`config.mk`:
```
export PLATFORM = sky130hd
export DESIGN_NAME = asa_slot_arbiter
export DESIGN_NICKNAME = d
export VERILOG_FILES = /design/src/asa_pkg.sv /design/src/asa_addr_decode.sv /design/src/asa_slot_arbiter.sv
export SDC_FILE = /design/constraint.sdc
export NUM_CORES = 2
export LEC_CHECK = 0
export BUFFER_PORTS_ARGS = -buffer_cell sky130_fd_sc_hd__buf_2
export CORE_UTILIZATION = 24
export DETAILED_ROUTE_END_ITERATION = 6
export SLEW_MARGIN = 0
export SYNTH_ARGS = -nofsm -noshare
export SYNTH_HDL_FRONTEND = slang
export SYNTH_SLANG_ARGS = --single-unit
```
`constraint.sdc`:
```
create_clock -name mclk -period 7.8 [get_ports mclk]
set_clock_uncertainty 0.15 [all_clocks]
set_input_delay 1.17 -clock mclk [delete_from_list [all_inputs] [get_ports mclk]]
set_output_delay 1.17 -clock mclk [all_outputs]
set_load 0.03 [all_outputs]
```
`src/asa_pkg.sv`:
```
// shared constants for the slot arbiter and address decoder
// assumes one bus clock; register map reached over apb
package asa_pkg;
	// ==========================================
	// sizes and slot entry fields
	localparam int ASA_NM     = 7;
	localparam int ASA_NSLOT  = 16;
	localparam int ASA_NREG   = 4;
	localparam int ASA_NCS    = 8;
	localparam int ASA_NSLV   = 19;
	localparam int ASA_EN_BIT = 7;
	localparam int ASA_BW_LSB = 4;
	localparam int ASA_OWN_LSB = 0;
	localparam logic [1:0] ASA_BW_FULL = 2'h0;
	localparam logic [1:0] ASA_BW_75   = 2'h1;
	localparam logic [1:0] ASA_BW_50   = 2'h2;
	localparam logic [1:0] ASA_BW_25   = 2'h3;
	// ==========================================
	// current-master codes
	localparam logic [3:0] ASA_M_CPU    = 4'h0;
	localparam logic [3:0] ASA_M_ERX    = 4'h1;
	localparam logic [3:0] ASA_M_ETX    = 4'h2;
	localparam logic [3:0] ASA_M_RSVD   = 4'h3;
	localparam logic [3:0] ASA_M_PCI    = 4'h4;
	localparam logic [3:0] ASA_M_PERIPH = 4'h5;
	localparam logic [3:0] ASA_M_LCD    = 4'h6;
	// ==========================================
	// register offsets and reset values
	localparam logic [7:0]  ASA_OFS_SLOT0  = 8'h00;
	localparam logic [7:0]  ASA_OFS_CS0    = 8'h10;
	localparam logic [7:0]  ASA_OFS_STATUS = 8'h50;
	localparam logic [31:0] ASA_SLOT0_RST  = 32'h8000_0000;
	localparam logic [31:0] ASA_SLOT_RST   = 32'h0000_0000;
	localparam logic [31:0] ASA_DYN_BASE   = 32'h0000_0000;
	localparam logic [31:0] ASA_STA_BASE   = 32'h4000_0000;
	localparam logic [31:0] ASA_CS_SPAN    = 32'h1000_0000;
	localparam logic [31:0] ASA_CS_MASK_RST = 32'hf000_0000;
	localparam int ASA_ST_MASTER_LSB = 0;
	localparam int ASA_ST_GRANT_LSB  = 8;
	localparam int ASA_ST_REQ_LSB    = 16;
	// ==========================================
	// fixed address map
	localparam logic [3:0] ASA_NIB_PCIMEM = 4'h8;
	localparam logic [3:0] ASA_NIB_PERIPH = 4'h9;
	localparam logic [3:0] ASA_NIB_IOWIN  = 4'ha;
	localparam logic [7:0] ASA_WIN_PCIIO  = 8'h00;
	localparam logic [7:0] ASA_WIN_CFGA   = 8'h01;
	localparam logic [7:0] ASA_WIN_CFGD   = 8'h02;
	localparam logic [7:0] ASA_WIN_PARB   = 8'h03;
	localparam logic [7:0] ASA_WIN_BRIDGE = 8'h04;
	localparam logic [7:0] ASA_WIN_ETH    = 8'h06;
	localparam logic [7:0] ASA_WIN_MEMC   = 8'h07;
	localparam logic [7:0] ASA_WIN_LCD    = 8'h08;
	localparam logic [7:0] ASA_WIN_SYSC   = 8'h09;
	localparam int ASA_S_PCIMEM = 8;
	localparam int ASA_S_PERIPH = 9;
	localparam int ASA_S_PCIIO  = 10;
	localparam int ASA_S_CFGA   = 11;
	localparam int ASA_S_CFGD   = 12;
	localparam int ASA_S_PARB   = 13;
	localparam int ASA_S_BRIDGE = 14;
	localparam int ASA_S_ETH    = 15;
	localparam int ASA_S_MEMC   = 16;
	localparam int ASA_S_LCD    = 17;
	localparam int ASA_S_SYSC   = 18;
	// ==========================================
	// ahb codes and default slave states
	localparam logic [1:0] ASA_HTRANS_IDLE = 2'h0;
	localparam logic [1:0] ASA_HRESP_ERROR = 2'h1;
	localparam logic [1:0] ASA_HRESP_OKAY  = 2'h0;
	localparam logic [1:0] ASA_HRESP_SPLIT = 2'h3;
	localparam int ASA_HPROT_PRIV = 1;
	typedef enum logic [2:0] {
		ASA_DS_IDLE = 3'b001,
		ASA_DS_ERR1 = 3'b010,
		ASA_DS_ERR2 = 3'b100
	} asa_ds_t;

	function automatic logic [31:0] asa_cs_base_rst(input int i);
		if (i < 4)
			return ASA_STA_BASE + ASA_CS_SPAN * 32'(i);
		return ASA_DYN_BASE + ASA_CS_SPAN * 32'(i - 4);
	endfunction
endpackage

```
`src/asa_addr_decode.sv`:
```
// combinational address decoder: at most one select per address
// assumes chip-select base/mask come from registers in the parent
`timescale 1ns/1ns
`default_nettype none
module asa_addr_decode
	import asa_pkg::*;
(
	input  wire logic [31:0]                haddr,
	input  wire logic [ASA_NCS-1:0][31:0]   cs_base,
	input  wire logic [ASA_NCS-1:0][31:0]   cs_mask,
	output logic      [ASA_NSLV-1:0]        sel,
	output logic                            internal,
	output logic                            reserved
);
	logic [ASA_NCS-1:0] cs_hit;

	// ==========================================
	// relocatable chip selects
	genvar g;
	generate
		for (g = 0; g < ASA_NCS; g++)
		begin : gen_cs
			assign cs_hit[g] = ((haddr ^ cs_base[g]) & cs_mask[g]) == 32'h0;
		end
	endgenerate

	// ==========================================
	// map
	always_comb
	begin
		sel = '0;
		internal = 1'b0;
		reserved = 1'b0;
		// chip selects live only below the fixed map; relocating one higher is ignored
		if (haddr[31:28] < ASA_NIB_PCIMEM)
		begin
			reserved = ~|cs_hit;
			for (int i = ASA_NCS - 1; i >= 0; i--)
				if (cs_hit[i])
				begin
					sel = '0;
					sel[i] = 1'b1;
				end
		end
		else
		begin
			case (haddr[31:28])
				ASA_NIB_PCIMEM: sel[ASA_S_PCIMEM] = 1'b1;
				ASA_NIB_PERIPH: sel[ASA_S_PERIPH] = 1'b1;
				ASA_NIB_IOWIN:
				begin
					internal = 1'b1;
					case (haddr[27:20])
						ASA_WIN_PCIIO:
						begin
							sel[ASA_S_PCIIO] = 1'b1;
							internal = 1'b0;
						end
						ASA_WIN_CFGA:   sel[ASA_S_CFGA] = 1'b1;
						ASA_WIN_CFGD:   sel[ASA_S_CFGD] = 1'b1;
						ASA_WIN_PARB:   sel[ASA_S_PARB] = 1'b1;
						ASA_WIN_BRIDGE: sel[ASA_S_BRIDGE] = 1'b1;
						ASA_WIN_ETH:    sel[ASA_S_ETH] = 1'b1;
						ASA_WIN_MEMC:   sel[ASA_S_MEMC] = 1'b1;
						ASA_WIN_LCD:    sel[ASA_S_LCD] = 1'b1;
						ASA_WIN_SYSC:   sel[ASA_S_SYSC] = 1'b1;
						default:
						begin
							internal = 1'b0;
							reserved = 1'b1;
						end
					endcase
				end
				default: reserved = 1'b1;
			endcase
		end
	end
endmodule
`default_nettype wire

```
`src/asa_slot_arbiter.sv`:
```
// slot arbiter, registered slave selects, default error slave, apb regs
// assumes ahb masters request on hbusreq indexed by master code
`timescale 1ns/1ns
`default_nettype none
module asa_slot_arbiter
	import asa_pkg::*;
(
	input  wire logic                  mclk,
	input  wire logic                  rst_n,
	input  wire logic                  clk_en,
	input  wire logic                  psel,
	input  wire logic                  penable,
	input  wire logic                  pwrite,
	input  wire logic [7:0]            paddr,
	input  wire logic [31:0]           pwdata,
	output logic      [31:0]           prdata_q,
	output logic                       pready_q,
	output logic                       pslverr_q,
	input  wire logic [ASA_NM-1:0]     hbusreq,
	input  wire logic [31:0]           haddr,
	input  wire logic [1:0]            htrans,
	input  wire logic [3:0]            hprot,
	input  wire logic                  hready,
	input  wire logic [1:0]            hresp,
	output logic      [ASA_NM-1:0]     hgrant_q,
	output logic      [3:0]            hmaster_q,
	output logic      [ASA_NSLV-1:0]   hsel_q,
	output logic                       hready_dflt_q,
	output logic      [1:0]            hresp_dflt_q
);
	logic [ASA_NREG-1:0][31:0] slot_q, slot_d;
	logic [ASA_NCS-1:0][31:0]  csb_q, csb_d, csm_q, csm_d;
	logic [31:0]               prdata_d;
	logic                      pready_d, pslverr_d;
	logic [ASA_NSLOT-1:0]      slot_req, slot_en, slot_q25;
	logic [ASA_NSLOT-1:0][3:0] slot_own;
	logic [3:0]                last_q, last_d, pick;
	logic [1:0]                phase_q, phase_d;
	logic [ASA_NM-1:0]         hgrant_d;
	logic [3:0]                hmaster_d;
	logic                      found, rearb;
	logic [ASA_NSLV-1:0]       dec_sel, hsel_d;
	logic                      dec_int, dec_rsv, bad_xfer;
	asa_ds_t                   ds_q, ds_d;
	logic                      hready_dflt_d;
	logic [1:0]                hresp_dflt_d;

	// ==========================================
	// apb register file
	logic [5:0] idx;
	logic       is_slot, is_cs, is_st, map_ok;
	logic [2:0] cs_n;
	logic [31:0] rd;

	always_comb
	begin
		idx = paddr[7:2];
		is_slot = idx < 6'(ASA_NREG);
		is_cs = idx >= ASA_OFS_CS0[7:2] && idx < ASA_OFS_CS0[7:2] + 6'(2 * ASA_NCS);
		is_st = idx == ASA_OFS_STATUS[7:2];
		cs_n = 3'((idx - ASA_OFS_CS0[7:2]) >> 1);
		map_ok = is_slot || is_cs || (is_st && !pwrite);
		rd = 32'h0;
		if (is_slot)
			rd = slot_q[idx[1:0]];
		else if (is_cs)
			rd = idx[0] ? csm_q[cs_n] : csb_q[cs_n];
		else if (is_st)
		begin
			rd[ASA_ST_MASTER_LSB +: 4] = hmaster_q;
			rd[ASA_ST_GRANT_LSB +: ASA_NM] = hgrant_q;
			rd[ASA_ST_REQ_LSB +: ASA_NSLOT] = slot_req;
		end
		slot_d = slot_q;
		csb_d = csb_q;
		csm_d = csm_q;
		// one wait state: ready rises in the second access cycle
		pready_d = psel && penable && !pready_q;
		prdata_d = prdata_q;
		pslverr_d = 1'b0;
		if (pready_d)
		begin
			prdata_d = pwrite ? 32'h0 : rd;
			pslverr_d = !map_ok;
		end
		if (psel && penable && pready_q && pwrite && map_ok)
		begin
			if (is_slot)
				slot_d[idx[1:0]] = pwdata;
			else if (idx[0])
				csm_d[cs_n] = pwdata;
			else
				csb_d[cs_n] = pwdata;
		end
	end

	always_ff @(posedge mclk or negedge rst_n)
	begin
		if (!rst_n)
		begin
			// only slot 0 on, cpu, full rate
			slot_q <= {ASA_SLOT_RST, ASA_SLOT_RST, ASA_SLOT_RST, ASA_SLOT0_RST};
			for (int i = 0; i < ASA_NCS; i++)
			begin
				csb_q[i] <= asa_cs_base_rst(i);
				csm_q[i] <= ASA_CS_MASK_RST;
			end
			prdata_q <= 32'h0;
			pready_q <= 1'b0;
			pslverr_q <= 1'b0;
		end
		else if (clk_en)
		begin
			slot_q <= slot_d;
			csb_q <= csb_d;
			csm_q <= csm_d;
			prdata_q <= prdata_d;
			pready_q <= pready_d;
			pslverr_q <= pslverr_d;
		end
	end

	// ==========================================
	// slot requests
	genvar g;
	generate
		for (g = 0; g < ASA_NSLOT; g++)
		begin : gen_slot
			logic [7:0] ent;
			logic [1:0] bw;
			logic       bw_ok;
			// slot 0 is bits 31:24 of the first register
			assign ent = slot_q[g / 4][8 * (3 - g % 4) +: 8];
			assign bw = ent[ASA_BW_LSB +: 2];
			assign bw_ok = (bw == ASA_BW_FULL) || (bw == ASA_BW_75 && phase_q != 2'h3) ||
				(bw == ASA_BW_50 && !phase_q[0]) || (bw == ASA_BW_25 && phase_q == 2'h0);
			assign slot_en[g] = ent[ASA_EN_BIT];
			// owner code selects the request line
			assign slot_own[g] = ent[ASA_OWN_LSB +: 4];
			assign slot_q25[g] = bw == ASA_BW_25;
			// only enabled slots of requesting owners
			assign slot_req[g] = slot_en[g] && bw_ok && slot_own[g] < 4'(ASA_NM) &&
				hbusreq[slot_own[g][2:0]];
		end
	endgenerate

	// ==========================================
	// round robin arbiter
	logic [3:0] cand;

	always_comb
	begin
		pick = last_q;
		found = 1'b0;
		cand = last_q;
		// search from the slot after the last winner
		for (int k = 1; k <= ASA_NSLOT; k++)
		begin
			cand = last_q + 4'(k);
			if (!found && slot_req[cand])
			begin
				pick = cand;
				found = 1'b1;
			end
		end
		// idle, new transaction address, owner done, or split
		rearb = (hready && (htrans[0] == 1'b0 || !hbusreq[hmaster_q[2:0]])) ||
			hresp == ASA_HRESP_SPLIT;
		hgrant_d = hgrant_q;
		hmaster_d = hmaster_q;
		last_d = last_q;
		phase_d = rearb ? phase_q + 2'h1 : phase_q;
		// unused slots fall through to the next requester
		if (rearb && found)
		begin
			hgrant_d = '0;
			hgrant_d[slot_own[pick][2:0]] = 1'b1;
			// code driven is the owner code
			hmaster_d = slot_own[pick];
			last_d = pick;
		end
	end

	always_ff @(posedge mclk or negedge rst_n)
	begin
		if (!rst_n)
		begin
			hgrant_q <= ASA_NM'(1) << ASA_M_CPU;
			hmaster_q <= ASA_M_CPU;
			last_q <= 4'h0;
			phase_q <= 2'h0;
		end
		else if (clk_en)
		begin
			hgrant_q <= hgrant_d;
			hmaster_q <= hmaster_d;
			last_q <= last_d;
			phase_q <= phase_d;
		end
	end

	// ==========================================
	// decoder and default slave
	asa_addr_decode u_dec (
		.haddr    (haddr),
		.cs_base  (csb_q),
		.cs_mask  (csm_q),
		.sel      (dec_sel),
		.internal (dec_int),
		.reserved (dec_rsv)
	);

	always_comb
	begin
		bad_xfer = hready && htrans[1] && (dec_rsv || (dec_int && !hprot[ASA_HPROT_PRIV]));
		hsel_d = hsel_q;
		// selects are registered, so they mark the data phase
		if (hready)
			hsel_d = (htrans[1] && !bad_xfer) ? dec_sel : '0;
		ds_d = ds_q;
		case (ds_q)
			ASA_DS_IDLE: if (bad_xfer) ds_d = ASA_DS_ERR1;
			ASA_DS_ERR1: ds_d = ASA_DS_ERR2;
			ASA_DS_ERR2: ds_d = bad_xfer ? ASA_DS_ERR1 : ASA_DS_IDLE;
			default:     ds_d = ASA_DS_IDLE;
		endcase
		hready_dflt_d = ds_d != ASA_DS_ERR1;
		hresp_dflt_d = (ds_d == ASA_DS_IDLE) ? ASA_HRESP_OKAY : ASA_HRESP_ERROR;
	end

	always_ff @(posedge mclk or negedge rst_n)
	begin
		if (!rst_n)
		begin
			hsel_q <= '0;
			ds_q <= ASA_DS_IDLE;
			hready_dflt_q <= 1'b1;
			hresp_dflt_q <= ASA_HRESP_OKAY;
		end
		else if (clk_en)
		begin
			hsel_q <= hsel_d;
			ds_q <= ds_d;
			hready_dflt_q <= hready_dflt_d;
			hresp_dflt_q <= hresp_dflt_d;
		end
	end

	// ==========================================
	// checks
	// single grant
	grant_onehot_a: assert property (
		@(posedge mclk) disable iff (!rst_n) $onehot(hgrant_q))
		else $error("grant not one-hot");
	slot_disabled_a: assert property (
		@(posedge mclk) disable iff (!rst_n) rearb && found |-> slot_en[pick])
		else $error("disabled slot won arbitration");
	bw_quarter_a: assert property (
		@(posedge mclk) disable iff (!rst_n) rearb && found && slot_q25[pick] |-> phase_q == 2'h0)
		else $error("quarter slot won off phase");
	grant_owner_a: assert property (
		@(posedge mclk) disable iff (!rst_n)
		clk_en && rearb && found |=> hmaster_q == $past(slot_own[pick]) && hgrant_q[hmaster_q[2:0]])
		else $error("master code not slot owner");
	sel_onehot_a: assert property (
		@(posedge mclk) disable iff (!rst_n) $onehot0(hsel_q) && !(hsel_q != '0 && ds_q == ASA_DS_ERR1))
		else $error("select not unique");
	reserved_err_a: assert property (
		@(posedge mclk) disable iff (!rst_n)
		clk_en && hready && htrans[1] && haddr[31:28] > ASA_NIB_IOWIN
		|=> !hready_dflt_q && hresp_dflt_q == ASA_HRESP_ERROR && hsel_q == '0)
		else $error("reserved address not refused");
	priv_err_a: assert property (
		@(posedge mclk) disable iff (!rst_n)
		clk_en && hready && htrans[1] && dec_int && !hprot[ASA_HPROT_PRIV]
		|=> ds_q == ASA_DS_ERR1 && hresp_dflt_q == ASA_HRESP_ERROR)
		else $error("unprivileged access accepted");
	slot_write_a: assert property (
		@(posedge mclk) disable iff (!rst_n)
		clk_en && psel && penable && pready_q && pwrite && paddr == ASA_OFS_SLOT0
		|=> slot_q[0] == $past(pwdata))
		else $error("slot register write lost");
	// apb wait state
	apb_ready_a: assert property (
		@(posedge mclk) disable iff (!rst_n)
		clk_en && psel && penable && !pready_q |=> pready_q ##1 !pready_q || !clk_en)
		else $error("apb ready timing wrong");
endmodule
`default_nettype wire

```
### Word-level counts from Yosys, hierarchy flattened

Cells that the tools add are included.

| word-level totals | value |
|---|---|
| output and inout port bits | 67 |
| bits in writable memories | 0 |
| bits in registers | 716 |
| bits of input ports | 94 |
| latch bits | 0 |
| bits in read-only memories | 0 |
| memories kept | 0 |
| logic and storage cells | 594 |

| cells by class | value |
|---|---|
| eq/ne operators | 67 |
| shifts and indexed selects | 0 |
| div/mod/pow operators | 0 |
| bitwise operators | 19 |
| $lt $le $gt $ge | 60 |
| reduce and logical (&&, ||, !) cells | 240 |
| muxes and demuxes | 160 |
| add/subtract/negate cells | 17 |
| multipliers | 0 |

Operators with widths:

| cell | number |
|---|---|
| $bwmux 256 | 2 |
| $and 32x32->32 | 8 |
| $logic_not 32->1 | 8 |
| $mux 32 | 8 |
| $xor 32x32->32 | 8 |
| $bmux 32 s3 | 2 |
| $bwmux 128 | 1 |
| $logic_and 1x1->1 | 127 |
| $demux 32 s3 | 1 |
| $lt 4x5->1 const B | 17 |
| $mux 4 | 20 |
| $lt 3x4->1 const B | 19 |
| $mux 1 | 69 |
| $eq 2x2->1 const B | 33 |
| $bmux 1 s4 | 16 |
| $bmux 32 s2 | 1 |
| $demux 32 s2 | 1 |
| $lt 4x3->1 const B | 16 |
| $mux 8 | 8 |
| $logic_or 1x1->1 | 53 |
| $bmux 1 s3 | 17 |
| $mux 19 | 2 |
| $logic_not 2->1 | 17 |
| $add 4x4->4 const B | 8 |
| 43 further kinds | 101 |

### Logic depth before layout (Yosys ltp)

| depth | value |
|---|---|
| depth in word-level cells | 62 |
| mapped depth | 21 |
| gate-level depth less buffers | 17 |

### Modules after synthesis

From an unflattened synthesis, not the netlist that was laid out.

| unflattened totals | value |
|---|---|
| cell total of the unflattened synthesis | 3,405 |
| area total of the unflattened synthesis | 42,029.1 um^2 |

By module, submodules not included:

| module | area an instance (um^2) | instances | seq. area each (um^2) | cells an instance |
|---|---|---|---|---|
| asa_slot_arbiter | 37,880.1 | 1 | 17,952.2 | 2,896 |
| asa_addr_decode | 4,149.0 | 1 | 0.0 | 509 |

### Worst setup path before layout

OpenSTA, ideal clock, no wires.

| path | value |
|---|---|
| path kind | input to register |
| from | in hbusreq[1] |
| to | reg hgrant_q[5] |
| slack | 2.263 ns |
| data arrival time | 5.283 ns |
| required time | 7.546 ns |
| stages | 18 |
| path through | buf_2 > buf_4 > mux2i_1 > a22oi_1 > nand4_1 > mux4_2 > mux4_2 > and2_4 > nand4_1 > nor2_1 > a31oi_1 > a22oi_1 > o21ai_2 > buf_6 > mux4_1 > a22oi_1 > nand2_2 > o41ai_2 |

| on the way | value |
|---|---|
| longest elaborated chain between the ends | 57 |
| elaborated cells between the ends (all ways) | 157 |
| those cells by class | order compare: 2; mux: 102; reduce/logical: 53 |

Ends and longest elaborated chain:

| element | RTL line | text |
|---|---|---|
| start, declared | asa_slot_arbiter.sv:19 | `input wire logic [ASA_NM-1:0] hbusreq,` |
| $bmux 1 s3 | asa_slot_arbiter.sv:143 | `hbusreq[slot_own[g][2:0]];` |
| $mux 1 (implied by the code) | asa_slot_arbiter.sv:143 |  |
| $logic_and 1x1->1 | asa_slot_arbiter.sv:142 | `assign slot_req[g] = slot_en[g] && bw_ok && slot_own[g] < 4'(ASA_NM) &&` |
| $bmux 1 s4 | asa_slot_arbiter.sv:160 | `if (!found && slot_req[cand])` |
| $mux 1 (implied by the code) | asa_slot_arbiter.sv:160 |  |
| $mux 1 | asa_slot_arbiter.sv:160 |  |
| $logic_not 1->1 | asa_slot_arbiter.sv:160 |  |
| $logic_and 1x1->1 | asa_slot_arbiter.sv:160 |  |
| (+41 left out) | -- |  |
| $logic_and 1x1->1 | asa_slot_arbiter.sv:160 |  |
| $mux 4 | asa_slot_arbiter.sv:160 |  |
| $bmux 4 s4 | asa_slot_arbiter.sv:177 | `hgrant_d[slot_own[pick][2:0]] = 1'b1;` |
| $mux 4 | -- |  |
| $lt 3x4->1 (implied by the code) / $ge 3x1->1 (equally long branches) | asa_slot_arbiter.sv:177 |  |
| $logic_and 1x1->1 (implied by the code) | asa_slot_arbiter.sv:177 |  |
| $mux 1 (implied by the code) | asa_slot_arbiter.sv:177 |  |
| $demux 1 s3 | asa_slot_arbiter.sv:177 |  |
| end signal, assigned | asa_slot_arbiter.sv:188 | `hgrant_q <= ASA_NM'(1) << ASA_M_CPU;` |
| end signal, assigned | asa_slot_arbiter.sv:195 | `hgrant_q <= hgrant_d;` |
| end, declared | asa_slot_arbiter.sv:25 | `output logic [ASA_NM-1:0] hgrant_q,` |

Parallel ways exist; a longest one is shown, timed or not. The select of a mux whose other input is x is not followed.
A chain may end at the register's enable or synchronous reset.

### Worst setup path in the final report

| path | value |
|---|---|
| from | reg phase_q[0] |
| to | reg hgrant_q[3] |

| on the way | value |
|---|---|
| longest elaborated chain between the ends | 62 |
| elaborated cells between the ends (all ways) | 250 |
| those cells by class | order compare: 2; eq/ne: 1; mux: 68; reduce/logical: 179 |

Ends and longest elaborated chain:

| element | RTL line | text |
|---|---|---|
| start, declared | asa_slot_arbiter.sv:38 | `logic [1:0] phase_q, phase_d;` |
| start signal, assigned | asa_slot_arbiter.sv:198 | `phase_q <= phase_d;` |
| $ne 2x2->1 | asa_slot_arbiter.sv:135 | `assign bw_ok = (bw == ASA_BW_FULL) \|\| (bw == ASA_BW_75 && phase_q != 2'h3) \|\|` |
| $logic_and 1x1->1 | asa_slot_arbiter.sv:135 |  |
| $logic_or 1x1->1 (2 in series) | asa_slot_arbiter.sv:135 |  |
| $logic_or 1x1->1 | asa_slot_arbiter.sv:136 | `(bw == ASA_BW_50 && !phase_q[0]) \|\| (bw == ASA_BW_25 && phase_q == 2'h0);` |
| $logic_and 1x1->1 (3 in series) | asa_slot_arbiter.sv:142 |  |
| $bmux 1 s4 | asa_slot_arbiter.sv:160 |  |
| $mux 1 (implied by the code) | asa_slot_arbiter.sv:160 |  |
| $mux 1 | asa_slot_arbiter.sv:160 |  |
| (+43 left out) | -- |  |
| $logic_and 1x1->1 | asa_slot_arbiter.sv:160 |  |
| $mux 4 | asa_slot_arbiter.sv:160 |  |
| $bmux 4 s4 | asa_slot_arbiter.sv:177 |  |
| $mux 4 | -- |  |
| $lt 3x4->1 (implied by the code) / $ge 3x1->1 (equally long branches) | asa_slot_arbiter.sv:177 |  |
| $logic_and 1x1->1 (implied by the code) | asa_slot_arbiter.sv:177 |  |
| $mux 1 (implied by the code) | asa_slot_arbiter.sv:177 |  |
| $demux 1 s3 | asa_slot_arbiter.sv:177 |  |

Parallel ways exist; a longest one is shown, timed or not. The select of a mux whose other input is x is not followed.

==> flow_metrics.py <==
metrics = {
    "logic_synthesis": {
        "synth_top_family_by_area": "multiplexers",
        "synthCells": 3113,
        "syn_area_um2": 40700,
        "synth_edf_count": 0,
        "ys_top_cells_by_area": "dfrtp_1 41%, mux2_2 18%, mux4_2 13%",
        "synthXorXnorAreaFrac_pct": 5.86,
        "synthSimpleGateAreaFrac_pct": 5.53,
        "yosysSeqAreaShare_pct": 44.2,
        "yosysWarningCount": 0,
        "synth-async-reset-ratio_pct": 100,
        "synth_adder_area_share_pct": 0.431,
        "syn_nets": 3221,
        "yosysTopAreaCell": "dfrtp_1",
        "synth_compound_area_share_pct": 7.07,
        "synthMuxAreaShare_pct": 33.6,
        "netlist.area_leader.share_pct": 41.1,
        "synthTopCellsByCount": "667 x dfrtp_1, 644 x mux2_2, 262 x xor2_1",
        "yosysMostFrequentCell": "dfrtp_1",
        "syn_area_per_cell_um2": 13.1,
        "ys.flop_type": "dfrtp_1",
        "ys_seq_elements": 715,
        "synth_cell_types": 78,
    },
    "sta": {
        "slew_headroom_pct": 20.0,
        "fmax_mhz": 143,
        "hold_violations": 0,
        "finalHoldWorstSlack_ps": 312,
        "rsz0062_at_grt": "false",
        "fin_crit_sh_pct": 89.6,
        "setup_tns_ps": 0,
        "tightest_slew_ps": 1200,
        "final-max-slew-violation-count": 0,
        "setup_viol": 0,
        "period_minus_slack_ps": 6990,
        "layout_setup_ws_ps": 813,
    },
    "worst_setup_path": {
        "critPathTopFamily": "multiplexers",
        "crit_path_start_kind": "flip-flop",
        "end_kind": "flip-flop",
        "cp_cell_sequence": "ha_1 > a311oi_1 > nand4_1 > mux4_2 > mux4_2 > and2_4 > nand4_1 > nor2_1 > a31oi_1 > a22oi_1 > o21ai_2 > buf_4 > mux4_1 > a22oi_2 > nand2_2 > o41ai_2",
        "critical_path_required_ps": 8180,
        "rr_startpoint": "phase_q[0]",
        "regToRegSetupSlack_ps": 810,
        "critPathMaxStageDelay_ps": 770,
        "cp_slowest_cell": "mux4_2",
        "path_buf_inv": 1,
        "timing.rr.end": "hgrant_q[3]",
        "criticalPathCategory": "flip-flop to flip-flop",
        "arrival_ps": 7360,
        "critPathMaxFanout": 19,
        "reg2reg_depth": 16,
    },
    "layout": {
        "synthToLayoutAreaGrowth_pct": 13.2,
        "nets": 3223,
        "instances_no_fill": 5385,
        "final_layout_size_suffix_gt1_share_pct": 40.6,
        "final_area_um2": 46000,
    },
    "clock_tree": {
        "clock_latency_ps": 650,
        "cts_made_buffers": 75,
        "htreeDepth": 3,
        "cts.sinks": 715,
        "cts_resized": 0,
        "cts_tree": "done",
        "clock_path_buffers": 3,
        "post_cts_buffers": 0,
        "cts_hold_buf": 0,
        "cts-root-buf": "clkbuf_16",
        "clk_pin_slew_worst_paths_ps": 60,
    },
    "placed_design": {
        "hpwl_um": 95400,
        "dpl-instance-area_um2": 43500,
        "gp_congestion": 0.928,
        "dp_slack_ps": 882,
        "place_inst": 5242,
        "port_buffers": 154,
    },
    "drt": {
        "dr.first_iter.drc_count": 2024,
        "detail_route.vias_per_cell": 5.03,
        "routed_wl_um": 133000,
        "postRouteAntennaNets": 0,
        "wl_per_cell_um": 24.7,
        "vias": 27100,
        "drc": 0,
        "dr.pass1.iters": 5,
    },
    "pwr": {
        "p_leak_nw": 21.0,
        "power_density_nw_per_um2": 179,
        "p_sw_mw": 2.12,
        "swShare_pct": 25.8,
        "internal-power_mw": 6.11,
        "ir_drop_uv": 148,
        "p_clk_share_pct": 43.9,
        "comb_power_share_pct": 9.9,
        "p_seq_share_pct": 46.2,
    },
    "floorplanning": {
        "core_area_um2": 168000,
        "top_level_ports": 161,
        "fp.dieH_um": 414,
        "start_util_pct": 24.3,
        "die_area_um2": 171000,
        "rows": 150,
        "die_x_um": 414,
    },
    "worst_hold_path": {
        "worst_hold_startpoint": "hsel_q[1]",
        "whs_endpoint": "hsel_q[1]",
        "hold-path-cell-count": 2,
        "hold_class": "flip-flop to flip-flop",
    },
    "grt": {
        "grt_pass1_vias": 27500,
        "grt_antenna_before_repair": 37,
        "grt_max_degree": 177,
        "track_usage_pct": 15.4,
        "grt_pass1_wl_um": 194000,
        "grt_overflow": 0,
    },
    "outcome": {
        "status": "finished, final reports clean",
    },
    "job": {
        "cap_violations": 0,
    },
}
-- power groups by stage --
| stage | Clock [mW] | Combinational, mW | Sequential (mW) |
|---|---|---|---|
| 2_1_floorplan | 0 | 0.511 | 3.86 |
| 3_3_place_gp | 0 | 0.810 | 3.86 |
| 3_5_place_dp | 0 | 0.821 | 3.86 |
| 4_1_cts | 3.70 | 0.822 | 3.80 |
| 5_1_grt | 3.84 | 0.877 | 3.80 |
| 6_report | 3.61 | 0.816 | 3.80 |
-- placed cells by master (no fill, tap or decap), types with 10 or more instances in the layout --
| cell | Yosys | final |
|---|---|---|
| dfstp_2 | 48 | 48 |
| mux2_2 | 644 | 644 |
| nand4_1 | 49 | 49 |
| clkbuf_16 | 0 | 77 |
| dfrtp_1 | 667 | 667 |
| a21oi_1 | 26 | 25 |
| nor2b_1 | 61 | 61 |
| clkinv_2 | 0 | 10 |
| xnor2_1 | 10 | 10 |
| a311oi_1 | 11 | 11 |
| mux4_1 | 15 | 15 |
| o21ai_0 | 84 | 83 |
| o211ai_1 | 22 | 22 |
| a22oi_1 | 149 | 149 |
| mux4_2 | 232 | 232 |
| mux2i_1 | 77 | 77 |
| nor2_1 | 57 | 56 |
| o22ai_1 | 21 | 21 |
| a31oi_1 | 10 | 10 |
| clkbuf_8 | 0 | 17 |
| nand2_1 | 123 | 107 |
| clkbuf_1 | 156 | 22 |
| buf_2 | 25 | 150 |
| buf_4 | 10 | 45 |
| ha_1 | 14 | 13 |
| nand3b_1 | 21 | 21 |
| xor2_1 | 262 | 262 |
| a221o_1 | 11 | 11 |
| nand2_2 | 3 | 19 |
| nor4_1 | 11 | 11 |
| inv_1 | 58 | 58 |
| and4_1 | 16 | 16 |
-- worst max path at each step --
stage                    start            to  slack, ps  cells after the start
floorplan           hbusreq[1]   hgrant_q[5]       2260                     18
global placement    hbusreq[3]  hmaster_q[0]        910                     17
detailed placement  hbusreq[3]   hgrant_q[3]        880                     17
CTS                 phase_q[0]   hgrant_q[3]        970                     16
global route        phase_q[0]   hgrant_q[6]        580                     18
finish              phase_q[0]   hgrant_q[3]        810                     16
-- worst reg2reg max path: cells and delay by family (launching register included) --
| kind | cells | cell delay, ps |
|---|---|---|
| mux | 3 | 1980 |
| compound gates | 6 | 1930 |
| simple gates | 5 | 1270 |
| flops | 1 | 660 |
| fa+ha+maj | 1 | 620 |
| buf+inv | 1 | 270 |
-- layout make-up --
class                   count  area, µm²
fillers                 17100     122000
multi-input cells        2061      21400
inverters                  61        229
repair buffers            201       1190
well taps                2204       2760
clock buffers             116       2240
diodes                      6       15.0
clock inverters            21        223
flip-flops and latches    715      18000
-- sequential cells by signal, summed over array words and instances, names as in the netlist --
signal and flops:
prdata_q 32, last_q 4, csb_q 256, pslverr_q 1
hready_dflt_q 1, hresp_dflt_q 1, ds_q 3, phase_q 2
hmaster_q 4, csm_q 256, gen_slot.ent 96, hgrant_q 7
hsel_q 19, pready_q 1, gen_slot.bw 32
-- layer usage --
metal | wire length, µm | up-vias | track usage [%]
met1 | 53500 | 14300 | 18.9
met2 | 66700 | 789 | 26.5
li1 | - | 11700 | -
met5 | 232 | - | 0
met3 | 6880 | 257 | 2.68
met4 | 5440 | 38 | 6.13
-- cells by family (layout without fill, tap and decap cells) --
group | count (synthesis) | after routing
flip-flops | 715 | 715
other | 1 | 7
AND/OR/NAND/NOR | 409 | 409
buffers and inverters | 337 | 399
multiplexers | 969 | 969
adder cells (fa/ha/maj) | 14 | 14
AO/OA/AOI/OAI | 396 | 396
XOR/XNOR | 272 | 272
-- metrics by stage --
| step | total power [mW] | utilization (%) |
|---|---|---|
| after global routing | 8.52 | 27.4 |
| after CTS | 8.32 | 27.4 |
| after detailed placement | 4.69 | 26.0 |
| after floorplan | 4.37 | - |
| final | 8.23 | 27.4 |
| after global placement | 4.67 | 26.0 |
No activity file was read; power rests on OpenSTA's default activity.
